## src/rtl/ibpc_pkg.sv

```systemverilog
// shared constants and types for the input bus pattern checker and its data source
package ibpc_pkg;
   // register map, indices on the serial control port
   localparam logic [4:0] IBPC_ADDR_CTRL  = 5'h01;
   localparam logic [4:0] IBPC_ADDR_ALARM = 5'h07;
   localparam logic [4:0] IBPC_ADDR_LOC   = 5'h08;
   localparam logic [4:0] IBPC_ADDR_KEY0  = 5'h09;
   localparam logic [4:0] IBPC_ADDR_KEY7  = 5'h10;
   // field positions
   localparam int IBPC_CTRL_EN_BIT  = 0;
   localparam int IBPC_ALARM_IO_BIT = 3;
   // reset values
   localparam logic [7:0] IBPC_KEY0_RST = 8'h7A;
   localparam logic [7:0] IBPC_KEYN_RST = 8'h00;
   localparam logic [7:0] IBPC_LOC_RST  = 8'h00;
   // link geometry
   localparam int IBPC_KEY_WORDS = 8;
   localparam int IBPC_BUS_W     = 8;
   // link clock made by the source: half period from the system clock rate
   localparam int IBPC_CLK_NS       = 40;
   localparam int IBPC_LINK_HALF_NS = 160;
   localparam int IBPC_HALF_CYC     = IBPC_LINK_HALF_NS / IBPC_CLK_NS;
   localparam logic [1:0] IBPC_DRIVE_PH  = 2'(IBPC_HALF_CYC / 2 - 1);
   localparam logic [1:0] IBPC_TOGGLE_PH = 2'(IBPC_HALF_CYC - 1);

   typedef enum logic [1:0] {
      IBPC_CHK_IDLE  = 2'b00,
      IBPC_CHK_ALIGN = 2'b01,
      IBPC_CHK_RUN   = 2'b11
   } ibpc_chk_st_t;

   typedef enum logic {
      IBPC_SRC_IDLE = 1'b0,
      IBPC_SRC_RUN  = 1'b1
   } ibpc_src_st_t;
endpackage

```

## src/rtl/ibpc_link_if.sv

```systemverilog
// byte-wide double-edge link between the data source and the checker
`timescale 1ns/100ps
interface ibpc_link_if;
   logic       input_word_clock;
   logic       marker;
   logic [7:0] data;

   modport source (
      output input_word_clock,
      output marker,
      output data
   );
   modport checker_end (
      input input_word_clock,
      input marker,
      input data
   );
endinterface

```

## src/rtl/ibpc_source.sv

```systemverilog
// far end: makes the link clock and streams the key sequence on both edges
`timescale 1ns/100ps
module ibpc_source
   import ibpc_pkg::*;
(
   // clock and reset
   input  wire logic            clk_i,
   input  wire logic            rst_b_i,
   // user side
   input  wire logic            run_i,
   input  wire logic [7:0][7:0] key_i,
   input  wire logic [7:0]      flip_mask_i,
   output logic                 busy_o,
   // link to the checker
   ibpc_link_if.source          link
);

   typedef struct packed {
      logic [1:0]   phase;
      logic         lclk;
      logic         marker;
      logic [7:0]   data;
      logic [2:0]   idx;
      logic         first;
      ibpc_src_st_t st;
   } ibpc_src_state_t;

   ibpc_src_state_t q;
   ibpc_src_state_t d;

   always_comb begin
      d = q;
      case (q.st)
         IBPC_SRC_IDLE: begin
            d.lclk   = 1'b0;
            d.marker = 1'b0;
            if (run_i) begin
               d.st    = IBPC_SRC_RUN;
               d.phase = 2'h0;
               d.idx   = 3'h0;
               d.first = 1'b1;
            end
         end
         IBPC_SRC_RUN: begin
            d.phase = 2'(q.phase + 2'h1);
            // data changes mid half period, well away from the edge
            if (q.phase == IBPC_DRIVE_PH) begin
               d.data = key_i[q.idx] ^ flip_mask_i;
               d.idx  = 3'(q.idx + 3'h1);
               if (q.first && q.idx == 3'h0) begin
                  d.marker = 1'b1;
               end else if (q.idx == 3'h2) begin
                  // one marker per run is enough
                  d.marker = 1'b0;
                  d.first  = 1'b0;
               end
            end
            if (q.phase == IBPC_TOGGLE_PH) begin
               d.lclk = ~q.lclk;
               // stop only after a falling edge, next run starts on word zero
               if (q.lclk && !run_i) begin
                  d.st = IBPC_SRC_IDLE;
               end
            end
         end
         default: begin
            d.st = IBPC_SRC_IDLE;
         end
      endcase
   end

   always_ff @(posedge clk_i or negedge rst_b_i) begin
      if (!rst_b_i) begin
         q    <= '0;
         q.st <= IBPC_SRC_IDLE;
      end else begin
         q <= d;
      end
   end

   assign link.input_word_clock = q.lclk;
   assign link.marker           = q.marker;
   assign link.data             = q.data;
   assign busy_o                = (q.st == IBPC_SRC_RUN);

endmodule

```

## src/flat_wrapper.sv

```systemverilog
// flat-port wrapper written by rule: the top's interface ports become plain ports
module ibpc_source_flat import ibpc_pkg::*;
  (clk_i, rst_b_i, run_i, key_i, flip_mask_i, busy_o, link_input_word_clock, link_marker, link_data);
  ibpc_link_if link_i ();
  input  wire logic clk_i;
  input  wire logic rst_b_i;
  input  wire logic run_i;
  input  wire logic [7:0][7:0] key_i;
  input  wire logic [7:0] flip_mask_i;
  output logic busy_o;
  output wire logic [$bits(link_i.input_word_clock)-1:0] link_input_word_clock;
  output wire logic [$bits(link_i.marker)-1:0] link_marker;
  output wire logic [$bits(link_i.data)-1:0] link_data;
  assign link_input_word_clock = link_i.input_word_clock;
  assign link_marker = link_i.marker;
  assign link_data = link_i.data;
  ibpc_source u_core (.clk_i(clk_i), .rst_b_i(rst_b_i), .run_i(run_i), .key_i(key_i), .flip_mask_i(flip_mask_i), .busy_o(busy_o), .link(link_i));
endmodule
```

## config.mk

```make
export PLATFORM = sky130hd
export DESIGN_NAME = ibpc_source_flat
export DESIGN_NICKNAME = d
export VERILOG_FILES = /design/src/rtl/ibpc_pkg.sv /design/src/rtl/ibpc_link_if.sv /design/src/rtl/ibpc_source.sv /design/src/flat_wrapper.sv
export SDC_FILE = /design/constraint.sdc
export NUM_CORES = 1
export LEC_CHECK = 0
export BUFFER_PORTS_ARGS = -buffer_cell sky130_fd_sc_hd__buf_2
export CORE_ASPECT_RATIO = 0.6
export CORE_MARGIN = 1.5
export CORE_UTILIZATION = 40
export DETAILED_ROUTE_END_ITERATION = 10
export PLACE_DENSITY = 0.84
export SETUP_SLACK_MARGIN = 0.4
export SYNTH_ARGS = -nofsm -noshare
export SYNTH_HDL_FRONTEND = slang
export SYNTH_SLANG_ARGS = --single-unit
```

## constraint.sdc

```tcl
create_clock -name clk_i -period 4.35 [get_ports clk_i]
set_clock_uncertainty 0.2 [all_clocks]
set_input_delay 0.2175 -clock clk_i [delete_from_list [all_inputs] [get_ports clk_i]]
set_output_delay 0.2175 -clock clk_i [all_outputs]
set_load 0.01 [all_outputs]
```

; Word-level counts from Yosys, hierarchy flattened
; Cells that the tools add are included.
[word_totals]
regBits = 17
in_bits = 75
[classes]
add_sub_neg = 2
magnitude_cmp = 1
eq_ne = 9
muxes = 13
bitwise_logic = 3
reduce_logical = 8
[ops]
columns = operator, count
row1 = $bmux W8 S3, 1
row2 = $mux W13, 1
row3 = $ne A2 B2 Y1 const B, 5
row4 = $pmux W5 S2, 1
row5 = $mux W8, 1
row6 = $pmux W4 S2, 1
row7 = $xor A8 B8 Y8, 1
row8 = $mux W1, 6
row9 = $reduce_and A2 Y1, 3
row10 = $mux W5, 1
row11 = $lt A3 B4 Y1 const B, 1
row12 = $reduce_and A4 Y1, 1
row13 = $add A3 B1 Y3 const B, 1
row14 = $eq A3 B2 Y1 const B, 1
row15 = $logic_not A3 Y1, 1
row16 = $ne A3 B3 Y1 const B, 1
row17 = $add A2 B1 Y2 const B, 1
row18 = $eq A2 B1 Y1 const B, 1
row19 = $eq A2 B2 Y1 const B, 1
row20 = $logic_and A1 B1 Y1, 2
row21 = $mux W2, 1
row22 = $not A1 Y1, 2
row23 = $logic_not A1 Y1, 1

; Depth between registers and ports, before layout
; Gate-level depths: netlist of run 1.
[logic_depth]
ltp_word = 5
ltp_mapped = 7

; Worst setup path after synthesis of run 1
; OpenSTA, ideal clock, no wires.
[synth_path]
kind = register -> register
startpoint = register u_core.q[2] in the netlist's numbering
endpoint = register u_core.q, in the netlist u_core.link.data[1]
t_arrival_ns = 1.478
setup_slack_ns = 2.540
path_stages_with_launch = 7
path_buffers = 2
period_less_slack_ns = 1.810
cell_sequence = dfrtp_1 buf_6 buf_12 mux4_2 mux2i_1 xor2_1 o21ai_1
[synth_via]
elab_chain_len = 3
[synth_lines]
columns = item, line_no
row1 = "start, declared", ibpc_source.sv:28  ; ibpc_src_state_t q;
row2 = $bmux W8 S3, ibpc_source.sv:48  ; d.data = key_i[q.idx] ^ flip_mask_i;
row3 = $mux W8 (not written as such), ibpc_source.sv:48
row4 = $xor A8 B8 Y8, ibpc_source.sv:48
; Every way passes these cells. The select of a mux whose other input is x is not followed.
; A chain may end at the register's enable or synchronous reset.

; Worst setup path after layout of run 1
[layout_path]
startpoint = register u_core.q[2] in the netlist's numbering
endpoint = register u_core.q, in the netlist u_core.link.data[0]
; The elaborated chain is that of the path after synthesis.

==> results of run 1 <==
## layout by cell type (no fill, tap or decap)
master	synthesis	layout
sky130_fd_sc_hd__a21o_1	1	1
sky130_fd_sc_hd__a21oi_1	2	2
sky130_fd_sc_hd__a32o_1	1	1
sky130_fd_sc_hd__a32oi_1	1	1
sky130_fd_sc_hd__buf_2	2	85
sky130_fd_sc_hd__clkbuf_1	1	1
sky130_fd_sc_hd__clkbuf_8	0	3
sky130_fd_sc_hd__dfrtp_1	17	17
sky130_fd_sc_hd__dlygate4sd3_1	0	2
sky130_fd_sc_hd__ha_1	5	5
sky130_fd_sc_hd__inv_1	3	3
sky130_fd_sc_hd__inv_2	1	1
sky130_fd_sc_hd__mux2i_1	8	8
sky130_fd_sc_hd__mux4_1	9	9
sky130_fd_sc_hd__mux4_2	7	7
sky130_fd_sc_hd__nand2_1	14	14
sky130_fd_sc_hd__nand3_1	1	1
sky130_fd_sc_hd__nor2_1	4	4
sky130_fd_sc_hd__nor2b_1	1	1
sky130_fd_sc_hd__o21ai_0	7	7
sky130_fd_sc_hd__o21ai_1	7	7
sky130_fd_sc_hd__o21bai_1	1	1
sky130_fd_sc_hd__xnor2_1	1	1
sky130_fd_sc_hd__xor2_1	8	8
## stage by stage
step | area (µm²) | std cells | power [mW]
6_report | 1800 | 235 | 1.01
5_1_grt | 1800 | 235 | 1.09
4_1_cts | 1800 | 235 | 1.02
3_5_place_dp | 1730 | 229 | 0.901
3_3_place_gp | 1730 | 229 | 0.879
2_1_floorplan | 1350 | 112 | 0.814
## worst max-delay path, delay by kind of cell (launching register included)
family / cells / cell delay (ns)
AO/OA/AOI/OAI: 1 / 0.07
XOR/XNOR: 1 / 0.18
flip-flops: 1 / 0.95
multiplexers: 2 / 0.90
## flip-flops by register name, summed over array words and instances (netlist names)
register,flops
u_core.link.data,8
u_core.q,6
u_core.busy_o,1
u_core.link.input_word_clock,1
u_core.link.marker,1
## per-layer routing
metal  vias to the layer above  part of all wire [%]  global-route usage (%)
li1                        570                     -                       -
met1                       532                    49                    22.6
met2                        52                    44                    25.0
met3                         6                   6.2                    3.81
met4                         0                   1.4                    8.93
met5                         -                     0                       0
## power groups by stage
stage | logic (mW) | registers [mW] | clock network (mW)
finish | 0.543 | 0.350 | 0.116
global route | 0.598 | 0.365 | 0.127
CTS | 0.550 | 0.352 | 0.120
detailed placement | 0.546 | 0.355 | 0
global placement | 0.528 | 0.350 | 0
floorplan | 0.531 | 0.283 | 0
## path summary, 6_finish.rpt
kind / startpoint / cells after the start / end
worst max-delay path: u_core.q[2] / 4 / u_core.link.data[0]
worst min-delay path: flip_mask_i[5] / 3 / u_core.link.data[5]
worst max register to register: u_core.q[2] / 4 / u_core.link.data[0]
worst min register to register: u_core.link.data[5] / 2 / u_core.link.data[5]
max in group asynchronous: rst_b_i / 2 / u_core.link.data[3]
min in group asynchronous: rst_b_i / 2 / u_core.busy_o
## cell usage after synthesis (all sizes together)
| cell | number | area, µm² |
|---|---|---|
| o21ai | 14 | 70.1 |
| o21bai | 1 | 7.51 |
| xnor2 | 1 | 8.76 |
| inv | 4 | 15.0 |
| a32oi | 1 | 8.76 |
| nand3 | 1 | 5.00 |
| ha | 5 | 62.6 |
| mux4 | 16 | 394 |
| dfrtp | 17 | 425 |
| clkbuf | 1 | 3.75 |
| nor2b | 1 | 6.26 |
| nand2 | 14 | 52.6 |
| a21o | 1 | 7.51 |
| nor2 | 4 | 15.0 |
| xor2 | 8 | 70.1 |
| buf | 12 | 101 |
| a21oi | 2 | 10.0 |
| a32o | 1 | 10.0 |
| mux2i | 8 | 80.1 |
## cells by family after synthesis
| kind of cell | after synthesis |
|---|---|
| AO/OA/AOI/OAI | 20 |
| AND/OR/NAND/NOR | 20 |
| multiplexers | 24 |
| XOR/XNOR | 9 |
| adder cells (fa/ha/maj) | 5 |
| buffers and inverters | 17 |
| flip-flops | 17 |
## timing repair
| action | CTS | global route |
|---|---|---|
| hold endpoints to repair | 18 | 0 |
| buffers inserted | 0 | 0 |
| hold buffers | 2 | 0 |
| resized for setup | 0 | 0 |
## final cells by class
cell class / instances / area, µm²
sequential: 17 / 425
clock buffer: 4 / 45.0
inverter: 4 / 15.0
tap: 45 / 56.3
fill: 293 / 1450
timing repair buffer: 87 / 445
multi-input combinational: 78 / 808
==> reports/qor.txt, run 1 <==
share of cell area taken by muxes after synthesis = 35.0%
routed length per placed instance = 13.8 µm
starting density of the core = 41.7%
total routed wirelength = 3250 µm
maximum clock path buffer count = 2
Final GP Congestion = 0.831
post-synthesis compound-gate area fraction = 8.41%
post-synth cell types = 25
Int Pwr = 0.602 mW
clock transition time at the flip-flop clock pins of the worst setup and hold paths = 0.06 ns
clock network fraction of total power = 11.5%
number of flip-flops and latches in the synthesized netlist = 17
largest net degree at the start of global routing = 21
post-route ant nets = 0
residual DRC count = 0
Static Leakage = 0.929 nW
via count = 1160
Slew HR = 37.9%
fin util = 55.4%
first-pass GRT wire length = 4540 µm
post-synthesis net count = 192
switching pwr = 0.407 mW
Final Max Slew Viols = 0
ordered list of cells on the worst path = mux4_1, mux2i_1, xor2_1, o21ai_1
count of maximum capacitance violations = 0
average cell area after synthesis = 12.1 µm²
Ys Warns = 0
Site Rows = 16
number of I/O pins = 86
Max VDD drop = 0.197 mV
share of layout cells above drive strength 1 = 50.5%
layout overhead on the synthesized area = 32.6%
post-synth design cell area = 0.00135 mm²
R2R Setup Slk = 1.91 ns
root buffer cell = sky130_fd_sc_hd__clkbuf_8
Overall Global Routing Usage = 16.5%
number of diodes added for antenna fixing = 0
sequential area share after synthesis = 31.4%
final sum of negative setup slack = 0 ns
switching power share of the total = 40.3%
relative contribution of sequential cells to total power = 34.7%
layout net count = 271
vias in the first global route = 1002
iteration-0 DRC count of the detailed router = 25
combinational family with the most area after synthesis = multiplexers
port buffer count = 85
initial antenna violation count = 0
Hold Fails Final Rpt = 0
CTS tree = done
final global-route overflow total = 0
power share of the combinational group = 53.8%
Core Region = 0.00324 mm²
Post-Syn Instances = 112
number of clock buffers inserted by TritonCTS = 3
type of origin of the critical path = flop
Setup Crit Path Kind = flop to flop
maximum fanout along the worst path = 20
Avg Vias per Cell = 4.94
final-layout worst hold slack = 0.0486 ns
basic-gate share of the synthesized area counting and, or, nand and nor cells = 5.82%
final setup fails = 0
kind of capture point of the worst setup path = flop
final worst-path setup slack = 1.91 ns
clk_lat worst skew = 0.25 ns
status = complete, no violations
H-tree depth = 1
Final min period = 2.44 ns
Die X = 78.1 µm
Pwr per Cell Area = 562 mW/mm²
area share of xor/xnor cells in the synthesized design = 5.82%
type of the tightest min-delay check = input pin to flop
total half-perimeter wirelength after legalization and detailed placement = 2640 µm
clock sink total = 17
Die Span Y = 48.1 µm
critical path arrival = 2.36 ns
adder and majority cell fraction of the synthesized area = 4.62%
pre-CTS worst setup slack = 1.90 ns
Tcrit/Tclk final = 56.1%
transition time at the pin with the least slew margin = 0.932 ns
slowest stage cell on the critical path = sky130_fd_sc_hd__dfrtp_1
highest achievable clock rate = 0.410 GHz
worst endpoint required time = 4.27 ns
setup repair after global routing missed its margin = no
count of TritonRoute iterations in the first routing pass = 4
delay contributed by the slowest stage of the critical path = 0.95 ns
die area = 0.00375 mm²
(Power assumes the default switching activity.)
==> run 2, diff against run 1 <==
Settings changed: ABC_AREA set to 1, PLACE_DENSITY 0.84 to 0.78.
Clock period 4.35 ns to 2.3 ns, I/O delays scaled along.
==> run 2 against run 1 <==
Net effect:
- the run now ends with hold timing left
- area after synthesis up 36%
- global-route usage up 2.3 points
- first-iteration DRC count rose to 4.1 times the previous value
- cell count up 84%
- core utilization down 1.1 points
- sequential share of layout area down 5.3 points
- critical path depth up 3
- power up 130%
- setup slack worse by 1.2 ns
- sequential power up 61%
- cell area up 29%
- synthesized cell count rose to 2.6 times the previous value
- critical path type unchanged
- critical endpoint is now u_core.link.marker
- highest routed layer is now met3
==> reports/qor.txt, run 2 <==
status = finished with violations
failing checks = hold timing
commonest cells after routing, fill and taps aside = 98 x sky130_fd_sc_hd__nand2_1, 85 x sky130_fd_sc_hd__buf_2, 60 x sky130_fd_sc_hd__inv_1, 47 x sky130_fd_sc_hd__nand3_1
area share of the leading cell type in the synthesized netlist = 23.1% (-8.3 points)
count of TritonRoute iterations in the first routing pass = 4 (unchanged)
layout overhead on the synthesized area = 25.6%
sequential area share after synthesis = 23.1% (-8.3 points)
clk_lat worst skew = 0.25 ns (about the same)
Ys Warns = 0 (unchanged)
clock sink total = 17 (unchanged)
Final GP Congestion = 0.891 (+7.2%)
type of the tightest min-delay check = input pin to flop
most frequent standard cell in the layout excluding fill and tap cells = sky130_fd_sc_hd__nand2_1
largest net degree at the start of global routing = 37 (+76%)
Hold Fails Final Rpt = 1 (+1)
dominant cell by count in the synthesized netlist = sky130_fd_sc_hd__nand2_1
Slew HR = 72.6% (+35 points)
Site Rows = 18 (+2)
final-layout worst hold slack = -0.000237 ns (-0.0489 ns)
post-synth cell types = 21 (-16%)
max FFs per register = 8 (unchanged)
number of synthesized flops with an enable pin = 0 (unchanged)
routed length per placed instance = 10.8 µm (-22%)
H-tree depth = 1 (unchanged)
post-synthesis async set-or-reset flop share = 100% (unchanged)
Tcrit/Tclk final = 70.8% (+15 points)
Die X = 90.5 µm (+16%)
number of diodes added for antenna fixing = 0 (unchanged)
via count = 1964 (+69%)
transition time at the pin with the least slew margin = 0.410 ns (-0.522 ns)
Die Span Y = 55.5 µm (+16%)
initial antenna violation count = 0 (unchanged)
setup repair after global routing missed its margin = no
type of origin of the critical path = flop
Avg Vias per Cell = 4.55 (-7.9%)
final sum of negative setup slack = 0 ns (unchanged)
number of I/O pins = 86 (unchanged)
number of fill cells = 438 (+49%)
total half-perimeter wirelength after legalization and detailed placement = 3770 µm (+43%)
vias in the first global route = 1848 (+84%)
post-synthesis net count = 371 (+93%)
cell taking the most area after synthesis = sky130_fd_sc_hd__dfrtp_1
leading cell types by count after synthesis = 98 x sky130_fd_sc_hd__nand2_1, 60 x sky130_fd_sc_hd__inv_1, 47 x sky130_fd_sc_hd__nand3_1, 17 x sky130_fd_sc_hd__dfrtp_1, 17 x sky130_fd_sc_hd__nand3_2
Post-Syn Instances = 291 (+160%)
critical path arrival = 1.56 ns (-0.80 ns)
post-route ant nets = 0 (unchanged)
starting density of the core = 43.2% (+1.5 points)
cell types with the largest area share after synthesis = sky130_fd_sc_hd__dfrtp_1 23%, sky130_fd_sc_hd__nand2_1 20%, sky130_fd_sc_hd__nand3_1 13%
Max VDD drop = 0.393 mV (+99%)
average cell area after synthesis = 6.32 µm² (-48%)
Overall Global Routing Usage = 18.8% (+2.3 points)
number of clock buffers inserted by TritonCTS = 3 (unchanged)
Tot Pwr = 2.35 mW (+130%)
Static Leakage = 1.43 nW (+54%)
worst endpoint required time = 2.23 ns (-2.04 ns)
layout net count = 453 (+67%)
die area = 0.00503 mm² (+34%)
Final min period = 1.63 ns (-0.812 ns)
total area of multi-input combinational cells = 975 µm² (+21%)
count of maximum capacitance violations = 0 (unchanged)
highest achievable clock rate = 0.614 GHz (+50%)
most instantiated flip-flop cell in the synthesis netlist = sky130_fd_sc_hd__dfrtp_1
maximum clock path buffer count = 2 (unchanged)
post-synth design cell area = 0.00184 mm² (+36%)
Storage cell area = 425 µm² (unchanged)
number of flip-flops and latches in the synthesized netlist = 17 (unchanged)
quantity of gates resized following cts = 0 (unchanged)
root buffer cell = sky130_fd_sc_hd__clkbuf_8
final global-route overflow total = 0 (unchanged)
Final Max Slew Viols = 0 (unchanged)
CTS tree = done
clock transition time at the flip-flop clock pins of the worst setup and hold paths = 0.07 ns (about the same)
total routed wirelength = 4650 µm (+43%)
port buffer count = 85 (unchanged)
first-pass GRT wire length = 7790 µm (+72%)
iteration-0 DRC count of the detailed router = 102 (+310%)
final setup fails = 0 (unchanged)
maximum fanout along the worst path = 18 (-10%)
Core Region = 0.00426 mm² (+31%)
kind of capture point of the worst setup path = flop
residual DRC count = 0 (unchanged)
share of layout cells above drive strength 1 = 33.1% (-17 points)
Setup Crit Path Kind = flop to flop
Pwr per Cell Area = 1010 mW/mm² (+81%)
-- run 2: cell types whose count changed after synthesis, sizes merged, moves of 2 or more --
cell    delta
nand2     +94
nand3     +63
inv       +58
mux4      -16
buf        +8
mux2i      -8
o21ai      -8
xor2       -8
nor2       -3
nand3b     +2
-- run 2: critical path, stage by stage (launching register included) --
cell                      delay, ns
sky130_fd_sc_hd__dfrtp_1       0.51
sky130_fd_sc_hd__inv_4         0.23
sky130_fd_sc_hd__ha_1          0.20
sky130_fd_sc_hd__nand3_1       0.09
sky130_fd_sc_hd__nand2_1       0.09
sky130_fd_sc_hd__nand2_1       0.05
sky130_fd_sc_hd__nand3_1       0.05
sky130_fd_sc_hd__o21ai_0       0.08
-- run 2: power by group --
part | internal [mW] | leakage [nW] | total (mW) | switching [mW]
sequential | 0.447 | 0.203 | 0.565 | 0.119
clock | 0.120 | 0.0255 | 0.224 | 0.104
combinational | 0.590 | 1.20 | 1.56 | 0.966
total | 1.16 | 1.43 | 2.35 | 1.19
-- run 2: final timing paths --
kind	slack [ns]	cells past startpoint	from	endpoint
setup / recovery	0.67	7	u_core.q[3]	u_core.link.marker
hold / removal	-0.0002	4	flip_mask_i[6]	u_core.link.data[6]
hold reg to reg	0.28	2	u_core.link.data[3]	u_core.link.data[3]
min in group asynchronous	0.11	2	rst_b_i	u_core.q[4]
setup reg to reg	0.67	7	u_core.q[3]	u_core.link.marker
max in group asynchronous	1.51	2	rst_b_i	u_core.q[15]
-- run 2: layer usage --
layer	vias to the layer above	global-route usage, %	share of wire, %
met1	868	25.3	50
met2	62	31.7	44
li1	1034	-	-
met3	0	4.13	6.1
met4	0	2.27	0
met5	-	0	0
-- run 2: layout make-up --
class                   instances  area share (%)
clock buffers                   3            1.79
clock inverters                 1           0.217
inverters                      63            10.7
multi-input cells             190            42.2
flip-flops and latches         17            18.4
well taps                      60            3.25
repair buffers                 98            23.5
-- run 2: through the flow --
step | cells | cell area (µm²) | setup slack (ns) | hold WS [ns] | utilization (%)
final | 432 | 2310 | 0.670 | -0.000237 | 54.3
after floorplan | 291 | 1840 | 0.799 | -0.381 | -
after global placement | 420 | 2180 | 0.734 | -0.140 | 51.3
after CTS | 432 | 2310 | 0.669 | 0.00400 | 54.3
after detailed placement | 420 | 2180 | 0.681 | -0.138 | 51.3
after global routing | 432 | 2310 | 0.536 | 0.0282 | 54.3
-- run 2: kinds of logic after synthesis --
kind of cell,after synthesis,synth area share [%]
AO/OA/AOI/OAI,9,2.65
XOR/XNOR,1,0.476
adder cells (fa/ha/maj),5,3.40
buffers and inverters,84,23.9
flip-flops,17,23.1
AND/OR/NAND/NOR,175,46.5
-- run 2: repair_timing --
action	in CTS	in global routing
endpoints found under the hold margin	26	0
buffers inserted	0	0
hold buffers	8	0
